[src/design/uart_evt_pkg.sv]
// Purpose: Shared constants for the serial port event and register block
// Assumes: 32-bit Avalon-MM slave, byte addresses, one register per word
// Notes:   Field positions and codes used by the register and event logic
package uart_evt_pkg;
   // Register byte offsets
   localparam logic [5:0] OFF_DATA   = 6'h00;
   localparam logic [5:0] OFF_IEN    = 6'h04;
   localparam logic [5:0] OFF_IID    = 6'h08;
   localparam logic [5:0] OFF_LCTL   = 6'h0C;
   localparam logic [5:0] OFF_MCTL   = 6'h10;
   localparam logic [5:0] OFF_LSTAT  = 6'h14;
   localparam logic [5:0] OFF_DIVLO  = 6'h20;
   localparam logic [5:0] OFF_DIVHI  = 6'h24;
   localparam logic [5:0] OFF_PID    = 6'h28;
   localparam logic [5:0] OFF_PWREMU = 6'h30;
   localparam logic [5:0] OFF_MODE   = 6'h34;
   // Interrupt enable bits
   localparam int IEN_RX_DATA = 0;
   localparam int IEN_TX_EMPTY = 1;
   localparam int IEN_LINE = 2;
   // Line control and fifo control fields
   localparam int LCTL_DIV_SEL = 7;
   localparam int FCTL_FIFO_EN = 0;
   localparam int FCTL_TRIG_LO = 6;
   // Line status bits
   localparam int LS_READY = 0;
   localparam int LS_OVERRUN = 1;
   localparam int LS_TX_EMPTY = 5;
   localparam int LS_ALL_EMPTY = 6;
   localparam int LS_FIFO_ERR = 7;
   // Power and emulation bits
   localparam int PE_FREE = 0;
   localparam int PE_RX_RUN = 13;
   localparam int PE_TX_RUN = 14;
   // Identification codes; bit 0 high means nothing pending
   localparam logic [3:0] IID_NONE = 4'h1;
   localparam logic [3:0] IID_LINE = 4'h6;
   localparam logic [3:0] IID_RX_DATA = 4'h4;
   localparam logic [3:0] IID_RX_TMO = 4'hC;
   localparam logic [3:0] IID_TX_EMPTY = 4'h2;
   // Receive trigger levels in characters
   localparam logic [4:0] TRIG_1 = 5'h01;
   localparam logic [4:0] TRIG_4 = 5'h04;
   localparam logic [4:0] TRIG_8 = 5'h08;
   localparam logic [4:0] TRIG_14 = 5'h0E;
   // Time-out: four characters of (word bits + 3) bits, 16 ticks a bit
   localparam int TMO_CHARS = 4;
   localparam int TMO_FRAME_EXTRA = 8;
   localparam int TICKS_PER_BIT = 16;
endpackage

[src/design/baud_gen.sv]
// Purpose: Baud tick divider with a held-high output until programmed
// Assumes: divisor is stable while the link is busy
// Notes:   tick_q is a one-cycle enable; baud_clk_q is a level
`timescale 1ns/1ps
module baud_gen import uart_evt_pkg::*; #(
   parameter int DIV_W = 16
) (
   // Clock and reset
   input  wire logic             sys_clk,
   input  wire logic             rst_n,
   // Control
   input  wire logic             run,
   input  wire logic             programmed,
   input  wire logic [DIV_W-1:0] divisor,
   // Rates
   output logic                  tick_q,
   output logic                  baud_clk_q
);
   logic [DIV_W-1:0] cnt_q;
   logic             live;
   assign live = programmed && (divisor != '0);

   // Divider; an unprogrammed latch holds the clock at one
   always_ff @(posedge sys_clk or negedge rst_n) begin
      if (!rst_n) begin
         cnt_q <= '0;
         tick_q <= 1'b0;
         baud_clk_q <= 1'b1;
      end else if (!live) begin
         cnt_q <= '0;
         tick_q <= 1'b0;
         baud_clk_q <= 1'b1;
      end else if (!run) begin
         tick_q <= 1'b0;
      end else if (cnt_q >= divisor - 1'b1) begin
         cnt_q <= '0;
         tick_q <= 1'b1;
         baud_clk_q <= ~baud_clk_q;
      end else begin
         cnt_q <= cnt_q + 1'b1;
         tick_q <= 1'b0;
      end
   end

   idle_high_a: assert property (@(posedge sys_clk) disable iff (!rst_n)
      !programmed |=> baud_clk_q && !tick_q) else $error("baud clock moved");
endmodule

[src/design/rx_timeout.sv]
// Purpose: Receive time-out timer over four character times
// Assumes: tick is the 16x baud enable
// Notes:   Fired flag holds until restart or until active drops
`timescale 1ns/1ps
module rx_timeout import uart_evt_pkg::*; (
   // Clock and reset
   input  wire logic       sys_clk,
   input  wire logic       rst_n,
   // Controls
   input  wire logic       tick,
   input  wire logic       active,
   input  wire logic       restart,
   input  wire logic [1:0] word_len,
   // Result
   output logic            fired_q
);
   logic [11:0] cnt_q;
   logic [11:0] limit;
   // Frame bits are word length code + 8, times four characters
   assign limit = 12'(TMO_CHARS * TICKS_PER_BIT * (int'(word_len) + TMO_FRAME_EXTRA));

   // Timer clears on any push, pop or receiver reset
   always_ff @(posedge sys_clk or negedge rst_n) begin
      if (!rst_n) begin
         cnt_q <= '0;
         fired_q <= 1'b0;
      end else if (restart || !active) begin
         cnt_q <= '0;
         fired_q <= 1'b0;
      end else if (tick && !fired_q) begin
         cnt_q <= cnt_q + 1'b1;
         if (cnt_q + 1'b1 >= limit) begin
            fired_q <= 1'b1;
         end
      end
   end

   restart_clear_a: assert property (@(posedge sys_clk) disable iff (!rst_n)
      restart |=> !fired_q) else $error("time-out survived restart");
endmodule

[src/design/uart_event_regs.sv]
// Purpose: Register decode, interrupt arbiter and DMA events of a serial port
// Assumes: serial core on sys_clk supplies fifo levels and error events
// Notes:   One wait state on every access; divisor bytes are not reset
// Behaviour
// - All interrupt sources merge through an arbiter onto one request line.
// - Enabled sources are recorded and forwarded; disabled ones are neither.
// - No new assertion while pending; software rereads the pending bit.
// - Transmit-empty interrupt when holding stage is empty, gated by its enable.
// - Receive-data interrupt on character or fifo trigger, gated by its enable.
// - Data-ready status shows unread characters only, never the trigger.
// - Fifo mode time-out after four idle character times, no status bit.
// - Line-status interrupt on overrun, parity, framing or break.
// - No DMA request at all unless fifo mode is enabled.
// - Receive DMA request on trigger level reached or time-out.
// - Receive DMA request withheld while head character is erroneous.
// - Transmit DMA request when the transmit fifo becomes empty.
// - Transmit DMA request when transmitter leaves software reset.
// - Suspend without free-run stops after current word; free-run keeps going.
// - Register access keeps working during emulation suspend.
// - Divisor is not reset; unprogrammed baud clock stays at one.
// - Offset 0 is data, or divisor low byte when selected; also at 20h.
// - Offset 4 is enable, or divisor high byte when selected; also at 24h.
// - Offset 8 reads identification and writes fifo control always.
// - Character time is start, data, parity and stop bits.
// - Time-out and timer clear on pop, new character or receiver reset.
// - Priority is line status, then receive data or time-out, then empty.
`timescale 1ns/1ps
module uart_event_regs import uart_evt_pkg::*; #(
   parameter int          CNT_W  = 5,
   parameter logic [31:0] ID_VAL = 32'h0000_0001 // Arbitrary value
) (
   // Clock and reset
   input  wire logic             sys_clk,
   input  wire logic             rst_n,
   // Avalon-MM slave
   input  wire logic [5:0]       avs_address,
   input  wire logic             avs_read,
   input  wire logic             avs_write,
   input  wire logic [31:0]      avs_writedata,
   output logic [31:0]           avs_readdata,
   output logic                  avs_waitrequest,
   // Receive path status
   input  wire logic [CNT_W-1:0] rx_count,
   input  wire logic [7:0]       rx_head_data,
   input  wire logic             rx_head_err,
   input  wire logic             rx_err_any,
   input  wire logic             rx_char_push,
   input  wire logic [3:0]       line_err_evt,
   // Transmit path status
   input  wire logic             tx_fifo_empty,
   input  wire logic             tx_shifter_empty,
   input  wire logic             tx_busy,
   input  wire logic             emu_suspend,
   // Requests
   output logic                  uart_irq,
   output logic                  rx_dma_req,
   output logic                  tx_dma_req,
   // Serial core controls
   output logic                  rx_pop,
   output logic                  tx_push,
   output logic [7:0]            tx_data,
   output logic                  fifo_en,
   output logic [1:0]            word_length_sel,
   output logic                  rx_reset_n,
   output logic                  tx_reset_n,
   output logic                  serial_halt,
   output logic                  baud_tick,
   output logic                  baud_clk
);
   ////////////////////////////////////////////////////////////////////
   logic        wait_q;
   logic [31:0] rdata_q;
   logic [31:0] rdata_d;
   logic        rd_cap;
   logic        wr_acc;
   logic [2:0]  ien_q;
   logic [7:0]  fctl_q;
   logic [7:0]  lctl_q;
   logic [4:0]  mctl_q;
   logic [15:0] pwremu_q;
   logic        mode_q;
   logic [7:0]  div_lo_q;
   logic [7:0]  div_hi_q;
   logic        div_prog_q;
   logic [3:0]  line_err_q;
   logic        irq_q;
   logic        rx_dma_q;
   logic        tx_dma_q;
   logic        rx_evt_q;
   logic        tx_empty_prev_q;
   logic        tx_run_prev_q;
   logic        pop_q;
   logic        push_q;
   logic [7:0]  tx_data_q;
   logic        halt_q;
   logic        halt_d;
   logic        rto_q;
   logic        div_sel;
   logic        rd_pop;
   logic        line_src;
   logic        rda_src;
   logic        rto_src;
   logic        thr_src;
   logic        any_src;
   logic [3:0]  iid_code;
   logic [4:0]  trig_lvl;
   logic        rda_cond;
   logic        rx_evt;
   logic        tx_rst_rel;

   // Read seen on a wait cycle is captured; a write is taken on the next edge, which completes it
   assign rd_cap = avs_read && wait_q;
   assign wr_acc = avs_write && !wait_q;
   assign div_sel = lctl_q[LCTL_DIV_SEL];
   assign rd_pop = rd_cap && (avs_address == OFF_DATA) && !div_sel;

   ////////////////////////////////////////////////////////////////////
   // Bus handshake runs independent of suspend or halt state
   always_ff @(posedge sys_clk or negedge rst_n) begin
      if (!rst_n) begin
         wait_q <= 1'b1;
      end else begin
         wait_q <= !((avs_read || avs_write) && wait_q);
      end
   end

   // Read data captured with the side effects of the read
   always_ff @(posedge sys_clk or negedge rst_n) begin
      if (!rst_n) begin
         rdata_q <= '0;
      end else if (rd_cap) begin
         rdata_q <= rdata_d;
      end
   end

   // Read decode; unmapped offsets read as zero
   always_comb begin
      rdata_d = '0;
      if (avs_address == OFF_DATA) begin
         rdata_d = div_sel ? 32'(div_lo_q) : 32'(rx_head_data);
      end else if (avs_address == OFF_IEN) begin
         rdata_d = div_sel ? 32'(div_hi_q) : 32'(ien_q);
      end else if (avs_address == OFF_IID) begin
         rdata_d = {24'h0, {2{fctl_q[FCTL_FIFO_EN]}}, 2'h0, iid_code};
      end else if (avs_address == OFF_LCTL) begin
         rdata_d = 32'(lctl_q);
      end else if (avs_address == OFF_MCTL) begin
         rdata_d = 32'(mctl_q);
      end else if (avs_address == OFF_LSTAT) begin
         rdata_d[LS_READY] = (rx_count != '0);
         rdata_d[LS_OVERRUN+3:LS_OVERRUN] = line_err_q;
         rdata_d[LS_TX_EMPTY] = tx_fifo_empty;
         rdata_d[LS_ALL_EMPTY] = tx_fifo_empty && tx_shifter_empty;
         rdata_d[LS_FIFO_ERR] = rx_err_any;
      end else if (avs_address == OFF_DIVLO) begin
         rdata_d = 32'(div_lo_q);
      end else if (avs_address == OFF_DIVHI) begin
         rdata_d = 32'(div_hi_q);
      end else if (avs_address == OFF_PID) begin
         rdata_d = ID_VAL;
      end else if (avs_address == OFF_PWREMU) begin
         rdata_d = 32'(pwremu_q);
      end else if (avs_address == OFF_MODE) begin
         rdata_d = 32'(mode_q);
      end
   end

   ////////////////////////////////////////////////////////////////////
   // Control registers written on the accepting edge
   always_ff @(posedge sys_clk or negedge rst_n) begin
      if (!rst_n) begin
         ien_q <= '0;
         fctl_q <= '0;
         lctl_q <= '0;
         mctl_q <= '0;
         pwremu_q <= '0;
         mode_q <= 1'b0;
      end else if (wr_acc) begin
         if (avs_address == OFF_IEN && !div_sel) begin
            ien_q <= avs_writedata[2:0];
         end else if (avs_address == OFF_IID) begin
            fctl_q <= avs_writedata[7:0];
         end else if (avs_address == OFF_LCTL) begin
            lctl_q <= avs_writedata[7:0];
         end else if (avs_address == OFF_MCTL) begin
            mctl_q <= avs_writedata[4:0];
         end else if (avs_address == OFF_PWREMU) begin
            pwremu_q <= avs_writedata[15:0];
         end else if (avs_address == OFF_MODE) begin
            mode_q <= avs_writedata[0];
         end
      end
   end

   // Divisor bytes deliberately keep their value through reset
   always_ff @(posedge sys_clk) begin
      if (wr_acc && (avs_address == OFF_DIVLO ||
                     (avs_address == OFF_DATA && div_sel))) begin
         div_lo_q <= avs_writedata[7:0];
      end
      if (wr_acc && (avs_address == OFF_DIVHI ||
                     (avs_address == OFF_IEN && div_sel))) begin
         div_hi_q <= avs_writedata[7:0];
      end
   end

   // Baud output stays high until software loads a divisor byte
   always_ff @(posedge sys_clk or negedge rst_n) begin
      if (!rst_n) begin
         div_prog_q <= 1'b0;
      end else if (wr_acc && (avs_address == OFF_DIVLO || avs_address == OFF_DIVHI ||
                              ((avs_address == OFF_DATA || avs_address == OFF_IEN)
                               && div_sel))) begin
         div_prog_q <= 1'b1;
      end
   end

   // Data strobes to the serial core
   always_ff @(posedge sys_clk or negedge rst_n) begin
      if (!rst_n) begin
         pop_q <= 1'b0;
         push_q <= 1'b0;
         tx_data_q <= '0;
      end else begin
         pop_q <= rd_pop;
         push_q <= wr_acc && (avs_address == OFF_DATA) && !div_sel;
         if (wr_acc && (avs_address == OFF_DATA) && !div_sel) begin
            tx_data_q <= avs_writedata[7:0];
         end
      end
   end

   // Sticky line errors cleared by a status read; a new error wins
   always_ff @(posedge sys_clk or negedge rst_n) begin
      if (!rst_n) begin
         line_err_q <= '0;
      end else begin
         line_err_q <= (rd_cap && avs_address == OFF_LSTAT) ?
                       line_err_evt : (line_err_q | line_err_evt);
      end
   end

   ////////////////////////////////////////////////////////////////////
   // Suspend: finish the current word, then stop until released
   assign halt_d = emu_suspend && !pwremu_q[PE_FREE] && (halt_q || !tx_busy);

   always_ff @(posedge sys_clk or negedge rst_n) begin
      if (!rst_n) begin
         halt_q <= 1'b0;
      end else begin
         halt_q <= halt_d;
      end
   end

   baud_gen #(
      .DIV_W(16)
   ) u_baud (
      .sys_clk   (sys_clk),
      .rst_n     (rst_n),
      .run       (!halt_q),
      .programmed(div_prog_q),
      .divisor   ({div_hi_q, div_lo_q}),
      .tick_q    (baud_tick),
      .baud_clk_q(baud_clk)
   );

   // Timer only runs in fifo mode with data held and receiver active
   rx_timeout u_tmo (
      .sys_clk (sys_clk),
      .rst_n   (rst_n),
      .tick    (baud_tick),
      .active  (fctl_q[FCTL_FIFO_EN] && rx_count != '0 && pwremu_q[PE_RX_RUN]),
      .restart (rx_char_push || rd_pop || !pwremu_q[PE_RX_RUN]),
      .word_len(lctl_q[1:0]),
      .fired_q (rto_q)
   );

   ////////////////////////////////////////////////////////////////////
   // Trigger level selection; trade-off: decode kept combinational
   always_comb begin
      case (fctl_q[FCTL_TRIG_LO+1:FCTL_TRIG_LO])
         2'd0: trig_lvl = TRIG_1;
         2'd1: trig_lvl = TRIG_4;
         2'd2: trig_lvl = TRIG_8;
         default: trig_lvl = TRIG_14;
      endcase
   end

   // Masked sources; disabled ones never reach the code or the line
   assign rda_cond = fctl_q[FCTL_FIFO_EN] ? (5'(rx_count) >= trig_lvl) :
                     (rx_count != '0);
   assign line_src = ien_q[IEN_LINE] && (line_err_q != '0);
   assign rda_src = ien_q[IEN_RX_DATA] && rda_cond;
   assign rto_src = ien_q[IEN_RX_DATA] && rto_q;
   assign thr_src = ien_q[IEN_TX_EMPTY] && tx_fifo_empty;
   assign any_src = line_src || rda_src || rto_src || thr_src;

   // Arbiter picks one code in fixed priority
   always_comb begin
      if (line_src) begin
         iid_code = IID_LINE;
      end else if (rda_src) begin
         iid_code = IID_RX_DATA;
      end else if (rto_src) begin
         iid_code = IID_RX_TMO;
      end else if (thr_src) begin
         iid_code = IID_TX_EMPTY;
      end else begin
         iid_code = IID_NONE;
      end
   end

   // One level line; more sources do not pulse it again
   always_ff @(posedge sys_clk or negedge rst_n) begin
      if (!rst_n) begin
         irq_q <= 1'b0;
      end else begin
         irq_q <= any_src;
      end
   end

   ////////////////////////////////////////////////////////////////////
   // Receive event, held back by an erroneous head character
   assign rx_evt = fctl_q[FCTL_FIFO_EN] && !rx_head_err &&
                   ((5'(rx_count) >= trig_lvl) || rto_q);
   // Release of transmitter software reset
   assign tx_rst_rel = pwremu_q[PE_TX_RUN] && !tx_run_prev_q;

   // Events are one-cycle pulses on each new occurrence
   always_ff @(posedge sys_clk or negedge rst_n) begin
      if (!rst_n) begin
         rx_evt_q <= 1'b0;
         tx_empty_prev_q <= 1'b0;
         tx_run_prev_q <= 1'b0;
         rx_dma_q <= 1'b0;
         tx_dma_q <= 1'b0;
      end else begin
         rx_evt_q <= rx_evt;
         tx_empty_prev_q <= tx_fifo_empty;
         tx_run_prev_q <= pwremu_q[PE_TX_RUN];
         rx_dma_q <= rx_evt && !rx_evt_q;
         tx_dma_q <= fctl_q[FCTL_FIFO_EN] && ((tx_fifo_empty && !tx_empty_prev_q)
                     || tx_rst_rel);
      end
   end

   ////////////////////////////////////////////////////////////////////
   // Outputs straight from flip-flops
   assign avs_readdata = rdata_q;
   assign avs_waitrequest = wait_q;
   assign uart_irq = irq_q;
   assign rx_dma_req = rx_dma_q;
   assign tx_dma_req = tx_dma_q;
   assign rx_pop = pop_q;
   assign tx_push = push_q;
   assign tx_data = tx_data_q;
   assign fifo_en = fctl_q[FCTL_FIFO_EN];
   assign word_length_sel = lctl_q[1:0];
   assign rx_reset_n = pwremu_q[PE_RX_RUN];
   assign tx_reset_n = pwremu_q[PE_TX_RUN];
   assign serial_halt = halt_q;

   ////////////////////////////////////////////////////////////////////
   irq_follow_a: assert property (@(posedge sys_clk) disable iff (!rst_n)
      any_src |=> uart_irq) else $error("irq missing");
   irq_drop_a: assert property (@(posedge sys_clk) disable iff (!rst_n)
      !any_src |=> !uart_irq) else $error("irq stuck");
   dma_nofifo_a: assert property (@(posedge sys_clk) disable iff (!rst_n)
      !fifo_en ##1 !fifo_en |-> !rx_dma_req && !tx_dma_req)
      else $error("dma outside fifo mode");
   rx_dma_err_a: assert property (@(posedge sys_clk) disable iff (!rst_n)
      rx_head_err |=> !rx_dma_req) else $error("dma on bad head");
   rx_dma_trig_a: assert property (@(posedge sys_clk) disable iff (!rst_n)
      $rose(rx_evt) |=> rx_dma_req) else $error("rx event lost");
   tx_dma_empty_a: assert property (@(posedge sys_clk) disable iff (!rst_n)
      fifo_en && $rose(tx_fifo_empty) |=> tx_dma_req)
      else $error("tx empty event lost");
   tx_dma_rst_a: assert property (@(posedge sys_clk) disable iff (!rst_n)
      fifo_en && $rose(tx_reset_n) |=> tx_dma_req)
      else $error("tx reset release event lost");
   ready_bit_a: assert property (@(posedge sys_clk) disable iff (!rst_n)
      rd_cap && avs_address == OFF_LSTAT |=>
      avs_readdata[LS_READY] == ($past(rx_count) != '0))
      else $error("data ready wrong");
   iid_none_a: assert property (@(posedge sys_clk) disable iff (!rst_n)
      rd_cap && avs_address == OFF_IID && !any_src |=> avs_readdata[0])
      else $error("pending shown with no source");
   line_first_a: assert property (@(posedge sys_clk) disable iff (!rst_n)
      rd_cap && avs_address == OFF_IID && line_src |=> avs_readdata[3:0] == IID_LINE)
      else $error("priority wrong");
   halt_stop_a: assert property (@(posedge sys_clk) disable iff (!rst_n)
      emu_suspend && !pwremu_q[PE_FREE] && !tx_busy |=> serial_halt)
      else $error("no halt on suspend");
   free_run_a: assert property (@(posedge sys_clk) disable iff (!rst_n)
      pwremu_q[PE_FREE] |=> !serial_halt) else $error("halt in free run");
   bus_suspend_a: assert property (@(posedge sys_clk) disable iff (!rst_n)
      emu_suspend && (avs_read || avs_write) && avs_waitrequest |=> !avs_waitrequest)
      else $error("bus stalled in suspend");
endmodule

[config.mk]
export PLATFORM = sky130hd
export DESIGN_NAME = uart_event_regs
export DESIGN_NICKNAME = d
export VERILOG_FILES = /design/src/design/uart_evt_pkg.sv /design/src/design/baud_gen.sv /design/src/design/rx_timeout.sv /design/src/design/uart_event_regs.sv
export SDC_FILE = /design/constraint.sdc
export NUM_CORES = 1
export LEC_CHECK = 0
export CAP_MARGIN = 25
export CORE_UTILIZATION = 54
export DETAILED_ROUTE_END_ITERATION = 10
export DONT_BUFFER_PORTS = 1
export PLACE_DENSITY = 0.69
export SYNTH_ARGS = -nofsm -noshare
export SYNTH_HDL_FRONTEND = slang
export SYNTH_HIERARCHICAL = 1
export SYNTH_SLANG_ARGS = --single-unit
[constraint.sdc]
create_clock -name sys_clk -period 4.02 [get_ports sys_clk]
set_clock_uncertainty 0.15 [all_clocks]
set_input_delay 0.603 -clock sys_clk [delete_from_list [all_inputs] [get_ports sys_clk]]
set_output_delay 0.603 -clock sys_clk [all_outputs]
set_load 0.005 [all_outputs]
Word-level counts from Yosys, hierarchy flattened
Cells that the tools add are included.
{"block": "word_totals", "inputBits": 66, "out_inout_bits": 54, "word_cells": 164, "regBits": 143}
{"block": "classes", "n_eq_ne": 14, "n_bitwise": 7, "n_reduce_logical": 74, "add_sub_neg": 4, "magnitude_cmp": 3, "mux": 35}
{"op": "2-to-1 mux 32 bit", "n": 9}
{"op": "2-to-1 mux 16 bit", "n": 3}
{"op": "logical AND 1 bit", "n": 32}
{"op": "equality test 6 bit, second input constant", "n": 5}
{"op": "2-to-1 mux 12 bit", "n": 2}
{"op": "2-to-1 mux 24 bit", "n": 1}
{"op": "2-to-1 mux 8 bit", "n": 3}
{"op": "adder 16 x 1 -> 16 bit, second input constant", "n": 1}
{"op": "greater-or-equal comparator 16 bit", "n": 1}
{"op": "2-to-1 mux 4 bit", "n": 4}
{"op": "nonzero test 16 bit", "n": 1}
{"op": "subtractor 16 x 1 -> 16 bit, second input constant", "n": 1}
{"op": "logical OR 1 bit", "n": 15}
{"op": "adder 12 x 1 -> 12 bit, second input constant", "n": 1}
{"op": "equality test 6 x 4 -> 1 bit, second input constant", "n": 2}
{"op": "equality test 6 x 5 -> 1 bit, second input constant", "n": 2}
{"op": "greater-or-equal comparator 12 bit", "n": 1}
{"op": "logical NOT 1 bit", "n": 12}
{"op": "case mux 4 bit (3 select lines)", "n": 1}
{"op": "2-to-1 mux 1 bit", "n": 11}
{"op": "AND reduction 7 bit", "n": 1}
{"op": "equality test 6 x 3 -> 1 bit, second input constant", "n": 1}
{"op": "logical NOT 6 bit", "n": 1}
{"op": "NOT 1 bit", "n": 6}
{"op": "16 further kinds", "n": 20}

Longest topological paths before layout
{"block": "logic_depth", "depth_word": 12, "ltp_mapped": 13, "depth_no_buf": 12}

By module
Netlist, hierarchy kept.
{"module": "uart_event_regs", "instances": 1, "cells_each": 385, "seq_area_each_um2": 2358.5, "area_each_um2": 4454.3}
{"module": "baud_gen", "instances": 1, "cells_each": 182, "seq_area_each_um2": 451.7, "area_each_um2": 1724.2}
{"module": "rx_timeout", "instances": 1, "cells_each": 87, "seq_area_each_um2": 325.3, "area_each_um2": 802.0}

Least setup slack after synthesis
Ideal clock, no wire load.
{"block": "synth_path", "path_type": "register -> register", "start": "reg div_lo_q[3]", "end": "reg u_baud.cnt_q[11]", "path_buffers": 1, "period_less_slack_ns": 3.175, "arrival_ns": 2.892, "path_stages_with_launch": 13, "slack_ns": 0.845, "required_ns": 3.737, "setup_time_ns": 0.133, "cell_sequence": "edfxtp_1 nor3_1 and3_1 nand2_1 nor4_1 xnor2_1 ha_1 and4_1 nand4_1 o31a_2 a31oi_4 buf_6 nor3_1"}
{"block": "synth_via", "elab_chain_len": 5, "word_cells_on_any_way": 8, "classes_between": "add/sub (1); order compare (1); eq/ne (1); mux (3); reduce/logical (2)"}
{"element": "start: declaration", "line": "uart_event_regs.sv:82", "rtl": "logic [7:0] div_lo_q;"}
{"element": "start signal: assignment", "line": "uart_event_regs.sv:199", "rtl": "div_lo_q <= avs_writedata[7:0];"}
{"element": "subtractor 16 x 1 -> 16 bit", "line": "baud_gen.sv:35", "rtl": "end else if (cnt_q >= divisor - 1'b1) begin"}
{"element": "greater-or-equal comparator 16 bit", "line": "baud_gen.sv:35"}
{"element": "2-to-1 mux 16 bit", "line": "baud_gen.sv:35"}
{"element": "2-to-1 mux 16 bit", "line": "baud_gen.sv:33", "rtl": "end else if (!run) begin"}
{"element": "2-to-1 mux 16 bit", "line": "baud_gen.sv:29", "rtl": "end else if (!live) begin"}
{"element": "end signal: assignment", "line": "baud_gen.sv:40", "rtl": "cnt_q <= cnt_q + 1'b1;"}
{"element": "end: declaration", "line": "baud_gen.sv:19", "rtl": "logic [DIV_W-1:0] cnt_q;"}
Parallel ways exist; a longest one is shown, timed or not. The select of a mux whose other input is x is not followed.
A chain may end at the register's enable or synchronous reset.

Worst setup path in the final report
{"block": "layout_path", "start": "reg div_lo_q[0]", "end": "reg u_baud.cnt_q[11]"}
The elaborated chain is that of the path after synthesis.

==> results.md <==
* Status: finished clean
* CTS tree: yes
* HP Class: in2reg
* Fin util at 60.8%
* Cell count after synthesis at 654
* Die width at around 120 um
* Hold path cells at 0
* Post-synth EDFFs at 16
* Fin Hold WS at 0.0592 ns
* Height of the chip at 116 um
* Synth Area in Simple Gates at 18.7%
* Placed instance area at 0.00701 mm2
* Clock Pin Slew Worst Setup and Hold Paths at 0.06 ns
* CTS root buf: clkbuf_16
* Fmax at 0.271 GHz
* Critical path launch point type: flip-flop
* Routed WL at 16900 um
* RSZ-0062 raised after global routing: false
* Final period util at 91.7%
* All-Layer GR Usage at 27.2%
* Crit Path Category: reg2reg
* MaxCap Viol Count at 0
* HPWL Detailed at 11900 um
* Mux cell area share after synthesis at 9.93%
* Setup tns final at 0 ns
* Site Rows at between 40 and 50
* GR Layer Usage met3 at 7.90%
* End of the worst hold path: tx_empty_prev_q$_DFF_PN0_
* Core Area at 0.0126 mm2
* Initial core utilization at 55.3%
* Die area at roughly 0.013 mm2
* IO buf count at 0
* Main synth FF type: dfrtp_1
* Post-synth top area share at approximately 37%
* H-tree depth at 4
* Reg2Reg Setup Slack at 0.33 ns
* Reg2reg start: div_lo_q[0]$_DFFE_PP_
* Gr busiest metal: met2
* Worst slew pin tran at 0.815 ns
* Drt pass-1 iters at 5
* CP endpoint kind: flip-flop
* Worst R2R Path Depth at 13
* CTS max path bufs at 2
* Post-layout min period at 3.69 ns
* Synth warn at 6
* Post-layout nets at 741
* Synth area leaders: dfrtp_1 (37%), mux2_2 (8.1%), edfxtp_1 (6.9%), ha_1 (4.5%), xnor2_1 (3.8%)
* Rel. slew slack at between 40 and 50%
* Number of CTS-inserted buffers at 17
* CTS Sinks at 122
* Leakage at 3.28 nW
* Required time of the critical path at 4.14 ns
* Synthesized-area fraction occupied by adder cells at between 4 and 5%
* Fill count at 1071
* Hold Violations, Final at 0
* Compound-Gate Fraction of Synth Area at 11.7%
* Final Cell Area at 0.00767 mm2
* First-pass GRT wire length at about 27000 um
* Sequential fraction of the synthesis area at 44.9%
* Largest net degree at the start of global routing at between 100 and 150
* Diodes inserted at 0
* CP Data Arrival Time at around 3.8 ns
* Vias in the first global route at 4960
* Via-per-instance ratio at between 6 and 7
* Tot Pwr at approximately 3.2 mW
* Xor/xnor share of the synthesized area at 5.02%
* Synthesis-to-layout area growth at 9.93%
* Crit path max fanout at 11
* Synthesized flop and latch total at 122
* Asr flop ratio synth at 86.9%
* Largest family of logic cells by synthesized area: simple AND/OR/NAND/NOR gates
* Pins Over Slew Limit at 0
* Total vias in the final route at 5109
* Worst Hold Launch: tx_fifo_empty
* Met1 usage at a little over a third
* Unique cell type count in the Yosys netlist at 83
* Worst-skew pair later-pin latency at 0.42 ns
* Post_cts resized at 0
* Post-synthesis area per instance at 10.7 um2
* Global Route met2 Usage at 43.1%
* VDD IR max at roughly 0.00034 V
* Final setup fails at 0
* Routed len/inst at roughly 20 um
* Total I/O pin count at 120
* Power density cells at 415 mW/mm2
* Yosys top cell by area: dfrtp_1
* Antenna viol nets, final at 0
* Final weighted congestion in routability-driven placement at 0.898
* Share of cells above drive strength 1 at 19.0%
* Initial DRC count at 527
* Synthesized area at 0.00698 mm2
* Detailed-route DRC error count at 0
* Gr ovfl total at 0
* Critical R2R Capture: u_baud/cnt_q[11]$_DFFE_PN0P_
* Antenna violations before repair at 0
==> layer usage <==
| layer | up-vias | routed length (um) | share of wire [%] |
|---|---|---|---|
| li1 | 2350 | - | - |
| met1 | 2527 | 7270 | 43 |
| met2 | 195 | 8120 | 48 |
| met3 | 37 | 1160 | 6.8 |
| met4 | 0 | 354 | 2.1 |
| met5 | - | 0 | 0 |
==> critical path: stages (launching register included) <==
cell and delay [ns]:
edfxtp_1 0.48, inv_1 0.15, ha_1 0.23, nor4b_4 0.34, nand2_1 0.16, nor4_1 0.28, xnor2_1 0.12, ha_1 0.28
and4_1 0.27, nand4_1 0.12, o31a_2 0.35, a31oi_4 0.26, buf_4 0.25, nor3_1 0.08
==> synthesized netlist by cell type, types with 3 or more instances <==
cell type and instances:
clkbuf_1 13, a221oi_1 6, ha_1 25, nand4_1 9, o22ai_1 3, nand3_1 22, nor2_1 32, dfrtp_1 104
buf_6 3, nor4_1 7, nand4b_1 3, edfxtp_1 16, or2_2 4, and4_1 6, buf_4 19, nor2b_1 9
mux2_2 50, a31oi_1 4, a211oi_1 7, o21ai_0 8, a21oi_1 28, nand2_1 60, a22o_1 3, nand2b_1 6
nor3_1 23, buf_2 9, xnor2_1 30, a21o_1 6, xor2_1 10, and3_1 9, and2_1 6, nor3_2 7
a22oi_1 6, a211oi_2 4, inv_1 22, mux2i_1 13
==> placed cells by master (no fill, tap or decap), types with 6 or more instances in the layout <==
master / n
nor2_1: 32
nand4_1: 9
a221oi_1: 6
buf_4: 6
mux2i_1: 13
a22oi_1: 6
a211oi_1: 7
and2_1: 6
mux2_2: 50
a21o_1: 6
nor3_2: 7
clkbuf_16: 17
a21oi_1: 28
ha_1: 25
nand2b_1: 6
dfrtp_1: 104
xnor2_1: 30
conb_1: 16
nand3_1: 22
inv_1: 22
clkinv_4: 6
o21ai_0: 8
edfxtp_1: 16
nor2b_1: 9
nor3_1: 23
and3_1: 9
nor4_1: 7
and4_1: 6
xor2_1: 10
nand2_1: 60
==> power breakdown <==
part / leakage (nW) / internal, mW / switching [mW] / total (mW)
Combinational: 1.41 / 0.0988 / 0.133 / 0.232
Sequential: 1.56 / 1.31 / 0.0623 / 1.37
Clock: 0.298 / 0.989 / 0.594 / 1.58
==> worst max path at each step <==
stage,startpoint,endpoint,cells past startpoint
floorplan,div_lo_q[3]$_DFFE_PP_,u_baud/cnt_q[11]$_DFFE_PN0P_,12
global placement,div_lo_q[0]$_DFFE_PP_,u_baud/cnt_q[11]$_DFFE_PN0P_,13
detailed placement,div_lo_q[0]$_DFFE_PP_,u_baud/cnt_q[9]$_DFFE_PN0P_,13
CTS,div_lo_q[0]$_DFFE_PP_,u_baud/cnt_q[11]$_DFFE_PN0P_,13
global route,div_lo_q[0]$_DFFE_PP_,u_baud/cnt_q[5]$_DFFE_PN0P_,13
finish,div_lo_q[0]$_DFFE_PP_,u_baud/cnt_q[11]$_DFFE_PN0P_,13
==> registers in the layout (all words and copies together), names as in the netlist, 8 cells and up <==
name / cells
pwremu_q: 16
lctl_q: 8
u_tmo/cnt_q: 12
div_lo_q: 8
u_baud/cnt_q: 16
tx_data: 8
div_hi_q: 8
avs_readdata: 16
==> final cells by class <==
type                       instances  area [um2]  share of cell area, %
clock buffer                      18         429                   5.59
tap                              172         215                   2.80
sequential                       122        3140                   40.9
clock inverter                    14         188                   2.45
timing repair buffer               8        82.6                   1.08
multi-input combinational        479        3540                   46.1
inverter                          22        82.6                   1.08
==> metrics by stage <==
step	cells	setup WS, ns
final	835	0.335
after global routing	835	0.0739
after global placement	800	0.488
after CTS	834	0.338
after floorplan	669	0.845
after detailed placement	800	0.360
==> repair_timing <==
item / 4_1_cts / 5_1_grt
endpoints found under the hold margin: 106 / 0
setup endpoints to repair: 0 / 0
hold buffers: 2 / 0
setup buffers: 0 / 0
==> cell families (layout without fill, tap and decap cells) <==
| family | count (synthesis) | after routing |
|---|---|---|
| buffers and inverters | 68 | 62 |
| multiplexers | 63 | 63 |
| AO/OA/AOI/OAI | 108 | 108 |
| AND/OR/NAND/NOR | 227 | 227 |
| other | 1 | 16 |
| flip-flops | 122 | 122 |
| adder cells (fa/ha/maj) | 25 | 25 |
| XOR/XNOR | 40 | 40 |
No activity file was read; power rests on OpenSTA's default activity.
